--- config.mk ---
export PLATFORM = sky130hd
export DESIGN_NAME = codec_mute_ctrl
export DESIGN_NICKNAME = d
export VERILOG_FILES = /design/src/design/codec_ctrl_pkg.sv /design/src/design/zero_mute_if.sv /design/src/design/codec_mute_ctrl.sv /design/src/design/zero_mute_det.sv
export SDC_FILE = /design/constraint.sdc
export NUM_CORES = 1
export LEC_CHECK = 0
export BUFFER_PORTS_ARGS = -buffer_cell sky130_fd_sc_hd__buf_2
export CORE_ASPECT_RATIO = 0.7
export CORE_MARGIN = 2
export CORE_UTILIZATION = 25
export DETAILED_ROUTE_END_ITERATION = 6
export PLACE_DENSITY = 0.63
export SYNTH_ARGS = -nofsm -noshare
export SYNTH_HDL_FRONTEND = slang
export SYNTH_SLANG_ARGS = --single-unit
export TNS_END_PERCENT = 30
--- constraint.sdc ---
create_clock -name clk_sys_i -period 1.95 [get_ports clk_sys_i]
set_clock_uncertainty 0.1 [all_clocks]
set_input_delay 0.39 -clock clk_sys_i [delete_from_list [all_inputs] [get_ports clk_sys_i]]
set_output_delay 0.39 -clock clk_sys_i [all_outputs]
set_load 0.05 [all_outputs]
--- src/design/codec_ctrl_pkg.sv ---
// constants and types shared by the codec control-side logic
package codec_ctrl_pkg;

  // audio side geometry
  localparam int CH_NUM = 6;
  localparam int SAMPLE_W = 24;

  // start-up sequencing after reset release
  localparam int INIT_W = 8;
  localparam logic [INIT_W-1:0] INIT_CYCLES = 8'h10;
  localparam logic [INIT_W-1:0] MODE_SAMPLE_AT = 8'h03;

  // strap level that selects the two-wire port
  localparam logic MODE_TWO_WIRE = 1'b0;
  // reset value of the strap synchroniser, as the weak pull-up
  localparam logic STRAP_PULL = 1'b1;

  // master-clock cycles per frame minus one, indexed by clock ratio select
  localparam int RATIO_W = 10;
  localparam logic [3:0][RATIO_W-1:0] RATIO_BRM_M1 = {10'h1ff, 10'h17f, 10'h0ff, 10'h07f};
  localparam logic [3:0][RATIO_W-1:0] RATIO_HRM_M1 = {10'h0ff, 10'h0bf, 10'h07f, 10'h03f};

  // zero-detect run length in frames
  localparam int ZCNT_W = 10;
  localparam logic [ZCNT_W-1:0] ZERO_RUN = 10'h200;

  // device operating phase
  typedef enum logic [2:0] {
    PH_INIT = 3'b001,
    PH_RUN = 3'b010,
    PH_PDN = 3'b100
  } phase_t;

endpackage

--- src/design/zero_mute_if.sv ---
// link between the frame logic and the zero-detect mute unit
`timescale 1ns/1ps
`default_nettype none
interface zero_mute_if;
  logic frame_stb;
  logic all_zero;
  logic enable;
  logic mute;

  // frame side feeds samples status, detector answers with mute
  modport ctl (output frame_stb, output all_zero, output enable, input mute);
  modport det (input frame_stb, input all_zero, input enable, output mute);
endinterface
`default_nettype wire

--- src/design/codec_mute_ctrl.sv ---
// control port mode, clock ratio check and mute output of the codec
// Operation
// master clock is 128/256/384/512x fs base rate, 64/128/192/256x high rate
// ratio chosen by the two-bit clock ratio select field
// control clock times every control data bit in or out
// two-wire mode: data line driven only low, open drain
// four-wire mode: data pin is a pure input from the host
// port mode chosen from audio output pin level during reset
// pin is pulled-up input in reset; latched at release, low means two-wire
// two-wire mode: address pin gives the bus address lsb
// four-wire mode: address pin is active-low select framing transfers
// in reset: low power and all state back to defaults
// control port refuses all access while reset is held
// after reset release, control port and codec become operational
// mute low in init, power-down, reset, missing clock, bad frame ratio
// manual mute bit forces the mute output
// zero mute after 512 all-zero frames on all six inputs
// one non-zero sample on any input releases zero mute
// zero mute works only with its enable bit set
// slave frame clock runs at fs, synchronous to master clock
// mute output is the OR of faults, manual bit and zero mute
// zero counter counts all-zero frames, clears on non-zero or disable
`timescale 1ns/1ps
`default_nettype none
module codec_mute_ctrl (
  // clock and reset
  input wire logic clk_sys_i,
  input wire logic reset_i,
  // control port pins
  input wire logic ctrl_serial_clock_i,
  input wire logic ctrl_serial_in_i,
  output logic ctrl_serial_out_o,
  output logic ctrl_serial_oe_o,
  input wire logic addr_bit_pin_i,
  // audio output pin, strap input during reset
  input wire logic audio_serial_out_i,
  output logic audio_serial_out_o,
  output logic audio_serial_out_oe_o,
  input wire logic audio_sdata_i,
  // frame clock pin
  input wire logic frame_clock_i,
  // control port core side
  input wire logic ctrl_tx_en_i,
  input wire logic ctrl_tx_bit_i,
  output logic four_wire_mode_o,
  output logic bus_addr_lsb_o,
  output logic ctrl_select_o,
  output logic ctrl_bit_strobe_o,
  output logic ctrl_bit_data_o,
  // configuration bits
  input wire logic [1:0] clock_ratio_select_i,
  input wire logic high_rate_mode_i,
  input wire logic power_down_i,
  input wire logic manual_mute_i,
  input wire logic zero_mute_enable_i,
  // dac samples
  input wire logic [codec_ctrl_pkg::CH_NUM-1:0][codec_ctrl_pkg::SAMPLE_W-1:0] dac_data_i,
  // status
  output logic codec_active_o,
  output logic low_power_o,
  output logic ratio_ok_o,
  output logic mute_out_n_o
);
  import codec_ctrl_pkg::*;

  typedef struct packed {
    phase_t phase;
    logic [INIT_W-1:0] init_cnt;
    logic mode_taken;
    logic four_wire;
    logic [2:0] sclk_s;
    logic [2:0] lr_s;
    logic [1:0] din_s;
    logic [1:0] ad_s;
    logic [1:0] aso_s;
    logic addr_lsb;
    logic sel;
    logic bit_stb;
    logic bit_dat;
    logic sda_oe;
    logic sda_out;
    logic aso_oe;
    logic aso_out;
    logic low_pwr;
    logic active;
    logic [RATIO_W-1:0] ratio_cnt;
    logic ratio_ok;
    logic frame_stb;
    logic all_zero;
    logic mute_n;
  } state_t;

  // everything at defaults, port closed, mute asserted
  localparam state_t ST_RESET = '{
    phase: PH_INIT,
    init_cnt: '0,
    mode_taken: 1'b0,
    four_wire: 1'b0,
    sclk_s: '0,
    lr_s: '0,
    din_s: '0,
    ad_s: '0,
    aso_s: {STRAP_PULL, STRAP_PULL},
    addr_lsb: 1'b0,
    sel: 1'b0,
    bit_stb: 1'b0,
    bit_dat: 1'b0,
    sda_oe: 1'b0,
    sda_out: 1'b0,
    aso_oe: 1'b0,
    aso_out: 1'b0,
    low_pwr: 1'b1,
    active: 1'b0,
    ratio_cnt: '0,
    ratio_ok: 1'b0,
    frame_stb: 1'b0,
    all_zero: 1'b0,
    mute_n: 1'b0
  };

  state_t st_r;
  state_t st_nxt;

  zero_mute_if zif ();

  logic [CH_NUM-1:0] ch_zero;
  logic [RATIO_W-1:0] exp_m1;
  logic sclk_rise;
  logic lr_rise;
  logic run;
  logic port_open;

  // per-channel zero compare
  for (genvar g = 0; g < CH_NUM; g++) begin : g_zero
    assign ch_zero[g] = (dac_data_i[g] == '0);
  end

  // expected frame length for the chosen ratio
  assign exp_m1 = high_rate_mode_i ? RATIO_HRM_M1[clock_ratio_select_i]
                                   : RATIO_BRM_M1[clock_ratio_select_i];

  // edges taken from the second and third synchroniser stages, never the first
  assign sclk_rise = st_r.sclk_s[1] && !st_r.sclk_s[2];
  assign lr_rise = st_r.lr_s[1] && !st_r.lr_s[2];
  assign run = (st_r.phase == PH_RUN);
  // four-wire select is active low; two-wire port is always addressed
  assign port_open = run && (!st_r.four_wire || !st_r.ad_s[1]);

  assign zif.frame_stb = st_r.frame_stb;
  assign zif.all_zero = st_r.all_zero;
  assign zif.enable = zero_mute_enable_i;

  zero_mute_det u_zero (
    .clk_sys_i (clk_sys_i),
    .reset_i (reset_i),
    .zif (zif)
  );

  // next state of the whole block
  always_comb begin
    st_nxt = st_r;
    st_nxt.sclk_s = {st_r.sclk_s[1:0], ctrl_serial_clock_i};
    st_nxt.lr_s = {st_r.lr_s[1:0], frame_clock_i};
    st_nxt.din_s = {st_r.din_s[0], ctrl_serial_in_i};
    st_nxt.ad_s = {st_r.ad_s[0], addr_bit_pin_i};
    st_nxt.aso_s = {st_r.aso_s[0], audio_serial_out_i};
    st_nxt.bit_stb = 1'b0;
    st_nxt.frame_stb = 1'b0;

    // phase sequencing; strap settles through the synchroniser first
    case (st_r.phase)
      PH_INIT: begin
        if (st_r.init_cnt == MODE_SAMPLE_AT && !st_r.mode_taken) begin
          st_nxt.mode_taken = 1'b1;
          st_nxt.four_wire = (st_r.aso_s[1] != MODE_TWO_WIRE);
        end
        if (st_r.init_cnt == INIT_CYCLES) begin
          st_nxt.phase = PH_RUN;
        end else begin
          st_nxt.init_cnt = st_r.init_cnt + 8'h01;
        end
      end
      PH_RUN: begin
        if (power_down_i) begin
          st_nxt.phase = PH_PDN;
        end
      end
      PH_PDN: begin
        // leaving power-down goes through init again, mode kept
        if (!power_down_i) begin
          st_nxt.phase = PH_INIT;
          st_nxt.init_cnt = '0;
        end
      end
      default: begin
        st_nxt.phase = PH_INIT;
        st_nxt.init_cnt = '0;
      end
    endcase

    st_nxt.active = (st_nxt.phase == PH_RUN);
    st_nxt.low_pwr = (st_nxt.phase != PH_RUN);

    // pin role by mode
    st_nxt.addr_lsb = !st_r.four_wire && st_r.ad_s[1];
    st_nxt.sel = st_r.four_wire && !st_r.ad_s[1];

    // one data bit per control clock rising edge, only while open
    if (port_open && sclk_rise) begin
      st_nxt.bit_stb = 1'b1;
      st_nxt.bit_dat = st_r.din_s[1];
    end

    // open drain: only ever pull low, never in four-wire mode
    st_nxt.sda_oe = run && !st_r.four_wire && ctrl_tx_en_i && !ctrl_tx_bit_i;
    st_nxt.sda_out = 1'b0;

    // audio output pin stays an input until running
    st_nxt.aso_oe = run;
    st_nxt.aso_out = run && audio_sdata_i;

    // frame length check, counts master clocks between frame edges
    if (lr_rise) begin
      st_nxt.ratio_ok = (st_r.ratio_cnt == exp_m1);
      st_nxt.ratio_cnt = '0;
      st_nxt.frame_stb = 1'b1;
      st_nxt.all_zero = &ch_zero;
    end else begin
      // late edge or stopped frame clock counts as a bad ratio
      if (st_r.ratio_cnt >= exp_m1) begin
        st_nxt.ratio_ok = 1'b0;
      end
      if (st_r.ratio_cnt != '1) begin
        st_nxt.ratio_cnt = st_r.ratio_cnt + 10'h001;
      end
    end

    // any mute cause pulls the output low
    st_nxt.mute_n = run && st_r.ratio_ok && !manual_mute_i && !zif.mute;
  end

  // async reset forces defaults, the only path back to two-wire strap capture
  always_ff @(posedge clk_sys_i or posedge reset_i) begin
    if (reset_i) begin
      st_r <= ST_RESET;
    end else begin
      st_r <= st_nxt;
    end
  end

  // outputs straight from the state register
  assign ctrl_serial_out_o = st_r.sda_out;
  assign ctrl_serial_oe_o = st_r.sda_oe;
  assign audio_serial_out_o = st_r.aso_out;
  assign audio_serial_out_oe_o = st_r.aso_oe;
  assign four_wire_mode_o = st_r.four_wire;
  assign bus_addr_lsb_o = st_r.addr_lsb;
  assign ctrl_select_o = st_r.sel;
  assign ctrl_bit_strobe_o = st_r.bit_stb;
  assign ctrl_bit_data_o = st_r.bit_dat;
  assign codec_active_o = st_r.active;
  assign low_power_o = st_r.low_pwr;
  assign ratio_ok_o = st_r.ratio_ok;
  assign mute_out_n_o = st_r.mute_n;
endmodule
`default_nettype wire

--- src/design/zero_mute_det.sv ---
// zero-run detector that raises an automatic mute
`timescale 1ns/1ps
`default_nettype none
module zero_mute_det (
  // clock and reset
  input wire logic clk_sys_i,
  input wire logic reset_i,
  // frame link
  zero_mute_if.det zif
);
  import codec_ctrl_pkg::*;

  typedef struct packed {
    logic [ZCNT_W-1:0] cnt;
    logic mute;
  } zstate_t;

  localparam zstate_t ZST_RESET = '{cnt: '0, mute: 1'b0};

  zstate_t st_r;
  zstate_t st_nxt;

  // one count per all-zero frame, saturating at the run length
  always_comb begin
    st_nxt = st_r;
    if (!zif.enable) begin
      st_nxt.cnt = '0;
      st_nxt.mute = 1'b0;
    end else if (zif.frame_stb) begin
      if (zif.all_zero) begin
        if (st_r.cnt != ZERO_RUN) begin
          st_nxt.cnt = st_r.cnt + 10'h001;
        end
        if (st_nxt.cnt == ZERO_RUN) begin
          st_nxt.mute = 1'b1;
        end
      end else begin
        st_nxt.cnt = '0;
        st_nxt.mute = 1'b0;
      end
    end
  end

  always_ff @(posedge clk_sys_i or posedge reset_i) begin
    if (reset_i) begin
      st_r <= ZST_RESET;
    end else begin
      st_r <= st_nxt;
    end
  end

  assign zif.mute = st_r.mute;
endmodule
`default_nettype wire

# Yosys cells after proc, flatten, opt, wreduce, memory -nomap -nowiden

Cells that the tools add are included.

Output and inout bits: 13
Register bits after elaboration: 59
Word-level logic and storage cells: 105

Order comparisons: 2
Bitwise operators: 1
Equality and inequality tests: 15
Mux-type cells: 24
Reduce and logical (&&, ||, !) cells: 35
Add/subtract/negate cells: 3

Operator list:

| kind                                                                  | count |
|---|---|
| 24-bit zero test                                                      | 6 |
| 10-bit two-way mux                                                    | 8 |
| 11-bit two-way mux                                                    | 5 |
| 10-bit binary-select mux with 2-bit select                            | 2 |
| 8-bit one-hot mux with 3 select lines                                 | 1 |
| 10-bit by 1-bit adder with 10-bit output, second input constant       | 2 |
| 10-bit != test, second input constant                                 | 2 |
| 1-bit logical AND                                                     | 14 |
| 10-bit equality test                                                  | 1 |
| 10-bit equality test, second input constant                           | 1 |
| 10-bit greater-or-equal comparator                                    | 1 |
| 3-bit one-hot mux with 3 select lines                                 | 1 |
| 8-bit by 1-bit adder with 8-bit output, second input constant         | 1 |
| 8-bit by 2-bit equality test with 1-bit output, second input constant | 1 |
| 8-bit by 5-bit equality test with 1-bit output, second input constant | 1 |
| 1-bit zero test                                                       | 8 |
| 8-bit two-way mux                                                     | 1 |
| 3-bit by 2-bit equality test with 1-bit output, second input constant | 2 |
| 3-bit two-way mux                                                     | 2 |
| 3-bit by 2-bit != test with 1-bit output, second input constant       | 2 |
| 6-bit AND reduction                                                   | 1 |
| 2-bit two-way mux                                                     | 2 |
| 2-bit != test, second input constant                                  | 2 |
| 2-bit AND reduction                                                   | 2 |
| other kinds (9)                                                       | 11 |

# Longest topological paths before layout

Gate-level depths: netlist of the first run.

Depth in word-level cells: 10
Mapped depth: 7
Depth with buffers taken out: 7

# Cells and area by module

From an unflattened synthesis of the first run, not the netlist that was laid out.

Cell total of the unflattened synthesis: 325
Area total of the unflattened synthesis: 3175.5 um^2

Modules (own cells, without submodules):

| module          | area an instance (um^2) | instances | sequential area each (um^2) | cells each |
|---|---|---|---|---|
| codec_mute_ctrl | 2359.8                  | 1         | 1206.2                      | 224 |
| zero_mute_det   | 815.8                   | 1         | 275.3                       | 101 |

# Worst setup path after synthesis of the first run

OpenSTA, ideal clock, no wires.

Path type: flip-flop to flip-flop
Start point: register u_zero.st_r[1] (netlist name)
End point: register u_zero.st_r (netlist bit u_zero.zif.mute)
Clock period less this slack: 1.840 ns
Path buffers: 1
Arrival: 1.644 ns
Setup time: 0.095 ns
Data required time: 1.755 ns
Stages on the path, launching flop included: 8
Setup slack: 0.110 ns
Path through: dfrtp_1 -> ha_1 -> and3_1 -> and3_1 -> clkbuf_1 -> xnor2_1 -> a31oi_1 -> o31ai_1

Longest elaborated chain between the ends: 8
Elaborated cells on any way between the ends: 9
Those cells by class: add/sub (1); eq/ne (3); mux (4); reduce/logical (1)

RTL lines:

| what                                                                              | line                                     | RTL |
|---|---|---|
| from (decl)                                                                       | zero_mute_det.sv:20                      | `zstate_t st_r;` |
| from (signal assigned)                                                            | zero_mute_det.sv:48                      | `st_r <= st_nxt;` |
| 10-bit by 1-bit adder with 10-bit output / 10-bit != test (equally long branches) | zero_mute_det.sv:32, zero_mute_det.sv:31 |  |
| 10-bit two-way mux (*)                                                            | zero_mute_det.sv:31                      | `if (st_r.cnt != ZERO_RUN) begin` |
| 10-bit two-way mux (*)                                                            | zero_mute_det.sv:30                      | `if (zif.all_zero) begin` |
| 10-bit two-way mux (*)                                                            | zero_mute_det.sv:29                      | `end else if (zif.frame_stb) begin` |
| 10-bit two-way mux (*)                                                            | zero_mute_det.sv:26                      | `if (!zif.enable) begin` |
| 10-bit equality test (*)                                                          | zero_mute_det.sv:34                      | `if (st_nxt.cnt == ZERO_RUN) begin` |
| 3-bit by 2-bit != test with 1-bit output (no line) (*)                            | --                                       |  |
| 2-bit AND reduction (no line) (*)                                                 | --                                       |  |

Mark *: on every way between the ends. The rest lies on a longest branch, timed or not. The select of a mux whose other input is x is not followed.
A chain may end at the register's enable or synchronous reset.

# Worst setup path after layout of the first run

Start point: register st_r[46] (netlist name)
End point: register st_r[41] (netlist name)

Longest elaborated chain between the ends: 3
Elaborated cells on any way between the ends: 8
Those cells by class: eq/ne (5); mux (1); bitwise (1); reduce/logical (1)

RTL lines:

| what                                                                         | line                   | RTL |
|---|---|---|
| from (decl)                                                                  | codec_mute_ctrl.sv:121 | `state_t st_r;` |
| from (signal assigned)                                                       | codec_mute_ctrl.sv:247 | `st_r <= st_nxt;` |
| 3-bit by 1-bit equality test with 1-bit output, or another cell as far along | codec_mute_ctrl.sv:171 | `case (st_r.phase)` |
| 2-bit != test (no line) / 1-bit NOT (equally long branches)                  | --                     |  |
| 3-bit AND reduction (no line)                                                | --                     |  |

Parallel ways exist; a longest one is shown, timed or not.

==> results of run 1 <==
[final cells by class]
cell class	count	area, sq um	area share, %
multi-input combinational	225	1490	32.6
sequential	59	1480	32.4
timing repair buffer	186	983	21.5
clock buffer	12	267	5.84
tap	157	196	4.30
clock inverter	4	95.1	2.08
inverter	15	56.3	1.23
[worst max-delay path by stage]
stage,from,to,cells after the start
after global placement,dac_data_i[108],zif.all_zero$_DFFE_PP0P_,6
after floorplan,reset_i,audio_serial_out_o$_DFF_PP0_,1
after CTS,st_r[45]$_DFFE_PP0P_,st_r[45]$_DFFE_PP0P_,5
final,st_r[46]$_DFF_PP1_,st_r[41]$_DFFE_PP0P_,5
after global routing,st_r[46]$_DFF_PP1_,st_r[41]$_DFFE_PP0P_,5
after detailed placement,st_r[46]$_DFF_PP1_,st_r[42]$_DFFE_PP0P_,5
[routing by layer]
| layer | up-vias | share of wire (%) | GRT usage [%] |
|---|---|---|---|
| li1 | 1537 | - | - |
| met1 | 1465 | 42 | 18.1 |
| met2 | 126 | 51 | 28.2 |
| met3 | 8 | 6.5 | 4.37 |
| met4 | 0 | 1.1 | 3.99 |
| met5 | - | 0 | 0 |
[registers in the layout (all words and copies together) (netlist names)]
signal                 flops
audio_serial_out_o         1
audio_serial_out_oe_o      1
bus_addr_lsb_o             1
codec_active_o             1
ctrl_bit_data_o            1
ctrl_bit_strobe_o          1
ctrl_select_o              1
ctrl_serial_oe_o           1
four_wire_mode_o           1
low_power_o                1
mute_out_n_o               1
ratio_ok_o                 1
st_nxt                     7
st_r                      27
u_zero.st_r               10
u_zero.zif.mute            1
zif.all_zero               1
zif.frame_stb              1
[where the power goes]
part,switching [uW],internal (uW)
combinational,462,412
sequential,159,1390
clock,529,1350
[cells by family after synthesis]
| kind of cell | count (synthesis) |
|---|---|
| other | 1 |
| adder cells (fa/ha/maj) | 8 |
| multiplexers | 5 |
| XOR/XNOR | 14 |
| AO/OA/AOI/OAI | 48 |
| flip-flops | 59 |
| AND/OR/NAND/NOR | 149 |
| buffers and inverters | 22 |
[what timing repair did]
action / CTS / global route
setup endpoints to repair: 2 / 11
setup buffers: 0 / 1
pin swaps: 1 / 3
hold endpoints to repair: 10 / 0
gates resized for setup: 0 / 4
hold buffers: 1 / 0
[cell usage after synthesis, drive strengths merged (3+ instances only)]
| master | count |
|---|---|
| dfrtp | 55 |
| nor4 | 39 |
| nand2 | 27 |
| o21ai | 19 |
| nor2 | 17 |
| inv | 14 |
| nand4 | 11 |
| xnor2 | 11 |
| and3 | 9 |
| nand3 | 9 |
| ha | 8 |
| a31oi | 6 |
| clkbuf | 6 |
| nor3 | 6 |
| a21oi | 5 |
| dfstp | 4 |
| nand2b | 4 |
| nor3b | 4 |
| nor4b | 4 |
| or2 | 4 |
| or4 | 4 |
| and2 | 3 |
| mux2i | 3 |
| nor2b | 3 |
| o22ai | 3 |
| o31ai | 3 |
| xor2 | 3 |
[stage by stage]
stage | hold slack (ns) | TNS [ns] | setup WS (ns) | util, % | std cells
after CTS | 0.0633 | 0 | 0.0148 | 38.6 | 657
after global placement | 0.234 | 0 | 0.00589 | 35.4 | 640
after floorplan | 0.231 | 0 | 0.0103 | - | 306
after global routing | 0.0548 | -0.280 | -0.0543 | 38.8 | 658
final | 0.0758 | 0 | 0.0419 | 38.8 | 658
after detailed placement | 0.236 | -0.00117 | -0.00117 | 35.4 | 640
==> flow_metrics.tcl, run 1 <==
set metrics [dict create \
    synth_mux_area_share_pct 1.73 \
    cpMaxStageDelayCell "dfstp_2" \
    layout_worst_path_cycle_share_pct 97.9 \
    hold_depth 1 \
    clkLatencyLatePin_ns 0.32 \
    drc 0 \
    fin_area_sq_um 4570 \
    core_area_sq_um 11800 \
    drive_above_1_share_pct 44.5 \
    crit_path_max_fanout 6 \
    irDropWorstVdd_uv 481 \
    synth_area_sq_um 3030 \
    drt_wl_total_um 9830 \
    antenna_cells 0 \
    setup_viol 0 \
    nets 664 \
    synth.distinct_cells 50 \
    grt_remaining_overflow 0 \
    crit_family "simple AND/OR/NAND/NOR gates" \
    power_density_nw_per_um2 942 \
    gp_congestion 0.922 \
    ant_nets 0 \
    required_ns 2.04 \
    die_h_um 96.2 \
    crit_type "reg -> reg" \
    synth_compound_area_share_pct 11.1 \
    crit_chain "or3b_4, nor4_4, nor3_1, xnor2_1, nor2_1" \
    hold_violations 0 \
    synth-seq-cells 59 \
    p_total_uw 4300 \
    hp-start "audio_serial_out_i" \
    endpoint_kind "flip-flop" \
    cp.arrival_ns 2.00 \
    synth_fa_ha_area_share_pct 3.30 \
    leakage_uw 0.00218 \
    dr.first_iter.drc_count 217 \
    worst_pin_slew_ns 0.553 \
    synth_edf_count 0 \
    crit_buf_inv 0 \
    ys_top_cells_by_area "dfrtp_1, nor4_1, dfstp_2" \
    die_w_um 136 \
    grt_max_degree 27 \
    rrSetupSlack_ns 0.04 \
    vias 3136 \
    synth_top_family_by_area "simple AND/OR/NAND/NOR gates" \
    routed_via_density 4.77 \
    ys_warn_count 0 \
    synth-seq-area-share_pct 48.8 \
    reg2reg_from "st_r[46]$_DFF_PP1_" \
    outcome "finished, final reports clean" \
    synth_xor_area_share_pct 4.04 \
    grt_pass1_vias 3086 \
    dp_hpwl_um 8020 \
    synth_cells 306 \
    cts_buffers 9 \
    rsz0062_at_grt "yes" \
    port_buffers 171 \
    final_cell_mix "buf_2, dfrtp_1, nor4_1" \
    slew_violations 0 \
    cpPeakStageDelay_ns 0.55 \
    final_common_cell "buf_2" \
    die-area_sq_um 13000 \
    r2r-end "st_r[41]$_DFFE_PP0P_" \
    cts.sinks 59 \
    cts_tree "done" \
    h-tree-depth 3 \
    ys.flop_type "dfrtp_1" \
    rows 33 \
    critPathLaunchType "flip-flop" \
    async_reset_ff_share_pct 100 \
    syn-num-nets 474 \
    yosysTopAreaCell "dfrtp_1" \
    cts-root-buf "clkbuf_16" \
    yosys.area_share.simple_pct 28.1 \
    syn2layout_area_growth_pct 50.5 \
    hp-class "in -> reg" \
    syn_area_per_cell_sq_um 9.91 \
    grt_pass1_wl_um 15300 \
    n_fill_cell 1171 \
    dpl-instance-area_sq_um 4170 \
    num_io_pins 173 \
    fmax_mhz 524 \
    wl_per_cell_um 14.9 \
    dr.pass1.iters 4 \
    maxCapViolCount 0 \
    min_period_ns 1.91 \
    clk_pin_slew_worst_paths_ns 0.05 \
    r2r_cells 5 \
    track_usage_pct 15.5 \
    initial_core_util_pct 25.8 \
    hold_path_end "st_nxt[25]$_DFF_PP1_" \
    antenna_found_initial 0 \
    clk_path_buf_depth 2 \
    synth_top_area_share_pct 45.4 \
    slew_headroom_pct 63.1 \
]
(Power assumes the default switching activity.)
==> run 2, diff against run 1 <==
- REMOVE_ABC_BUFFERS: unset -> 1
==> run 2 against run 1 <==
Against the previous run:
- design area increased by 0.49%
- sequential power about the same
- hold slack got worse by 0.0037 ns
- first-iteration DRC count decreased by 33%
- largest cell class unchanged
- largest power group unchanged
==> flow_metrics.tcl, run 2 (synthesis results as in run 1) <==
set metrics [dict create \
    outcome "finished, final reports clean" \
    cts-root-buf "clkbuf_16" \
    cts.sinks 59 \
    cpMaxStageDelayCell "dfstp_2" \
    wl_per_cell_um 14.0 \
    clkLatencyLatePin_ns 0.33 \
    largest-register "st_r" \
    final_cell_mix "buf_2, dfrtp_1, nor4_1" \
    reg2reg_from "st_r[46]$_DFF_PP1_" \
    fin_area_sq_um 4590 \
    grt_pass1_vias 3112 \
    ant_nets 0 \
    clk_path_buf_depth 2 \
    leakage_uw 0.00219 \
    core_area_sq_um 11800 \
    dr.first_iter.drc_count 145 \
    min_period_ns 1.86 \
    drive_above_1_share_pct 45.8 \
    grt_max_degree 26 \
    grt_remaining_overflow 0 \
    rows 33 \
    die_w_um 136 \
    layout_worst_path_cycle_share_pct 95.5 \
    critPathLaunchType "flip-flop" \
    routed_via_density 4.73 \
    maxCapViolCount 0 \
    dr.pass1.iters 4 \
    drc 0 \
    dpl-instance-area_sq_um 4180 \
    cts_tree "done" \
    cp.arrival_ns 1.96 \
    cts_buffers 9 \
    largest_register_ff_count 27 \
    power_density_nw_per_um2 900 \
    slew_violations 0 \
    cpPeakStageDelay_ns 0.53 \
    dp_hpwl_um 7680 \
    port_buffers 171 \
    setup_viol 0 \
    vias 3138 \
    track_usage_pct 14.7 \
    n_fill_cell 1182 \
    endpoint_kind "flip-flop" \
    crit_type "reg -> reg" \
    grt_pass1_wl_um 14700 \
    worst_pin_slew_ns 0.704 \
    hp-start "frame_clock_i" \
    nets 667 \
    initial_core_util_pct 25.8 \
    required_ns 2.05 \
    irDropWorstVdd_uv 634 \
    hp-class "in -> reg" \
    drt_wl_total_um 9270 \
    hold_violations 0 \
    crit_chain "or3b_4, nor4_4, buf_4, nor3b_1, xnor2_1, nor2_1" \
    rsz0062_at_grt "yes" \
    h-tree-depth 3 \
    clk_pin_slew_worst_paths_ns 0.05 \
    slew_headroom_pct 53.1 \
    crit_family "simple AND/OR/NAND/NOR gates" \
    die-area_sq_um 13000 \
    die_h_um 96.2 \
    crit_buf_inv 1 \
    antenna_found_initial 2 \
    gp_congestion 0.904 \
    crit_path_max_fanout 6 \
    syn2layout_area_growth_pct 51.3 \
    startpoint "st_r[46]$_DFF_PP1_" \
    fin_tns_setup_ns 0 \
    num_io_pins 173 \
    final_common_cell "buf_2" \
    fmax_mhz 537 \
]
run 2: area by class of cell:
type / instances / area, sq um / share of cell area [%]
Timing Repair Buffer: 189 / 1010 / 21.9
Tap cell: 157 / 196 / 4.28
Clock inverter: 4 / 72.6 / 1.58
Antenna cell: 2 / 5.00 / 0.109
Sequential cell: 59 / 1480 / 32.3
Inverter: 15 / 56.3 / 1.23
Clock buffer: 12 / 256 / 5.59
Multi-Input combinational cell: 225 / 1510 / 33.0
run 2: metal layers:
layer  part of all wire, %  track usage, %  vias up
met5                     0               0        -
met4                   1.6            5.56        0
met3                   7.2            4.79       15
met2                    48            25.6      127
met1                    43            17.1     1463
li1                      -               -     1533
run 2: metrics by stage:
stage	setup slack [ns]	power [uW]	hold slack [ns]	utilization (%)	instances
CTS	0.0436	4160	0.0577	38.5	660
floorplan	0.0103	2070	0.231	-	299
detailed placement	-0.0338	2410	0.236	35.5	642
global route	-0.00470	4350	0.0568	39.0	663
global placement	0.00157	2390	0.233	35.5	642
finish	0.0885	4130	0.0720	39.0	663
run 2: power breakdown:
| group | switching, uW | total [uW] | leakage [uW] | internal [uW] |
|---|---|---|---|---|
| sequential | 156 | 1540 | 0.000762 | 1390 |
| clock | 522 | 1710 | 0.000159 | 1180 |
| combinational | 457 | 879 | 0.00127 | 422 |
run 2: timing repair:
item,in CTS,in global routing
pin swaps,1,4
cloned,0,0
gates resized for setup,1,10
setup endpoints to repair,5,10
hold buffers,1,0
hold endpoints to repair,8,0
buffers inserted,1,1
run 2: worst paths after layout:
kind	end	slack [ns]	depth (start not counted)
worst max-delay path	st_r[40]$_DFFE_PP0P_	0.09	6
worst min-delay path	st_nxt[31]$_DFF_PP0_	0.07	1
worst max register to register	st_r[40]$_DFFE_PP0P_	0.09	6
worst min register to register	st_r[29]$_DFF_PP0_	0.25	0
max in group asynchronous	st_r[46]$_DFF_PP1_	0.78	4
min in group asynchronous	u_zero.st_r[8]$_DFFE_PP0P_	0.44	3
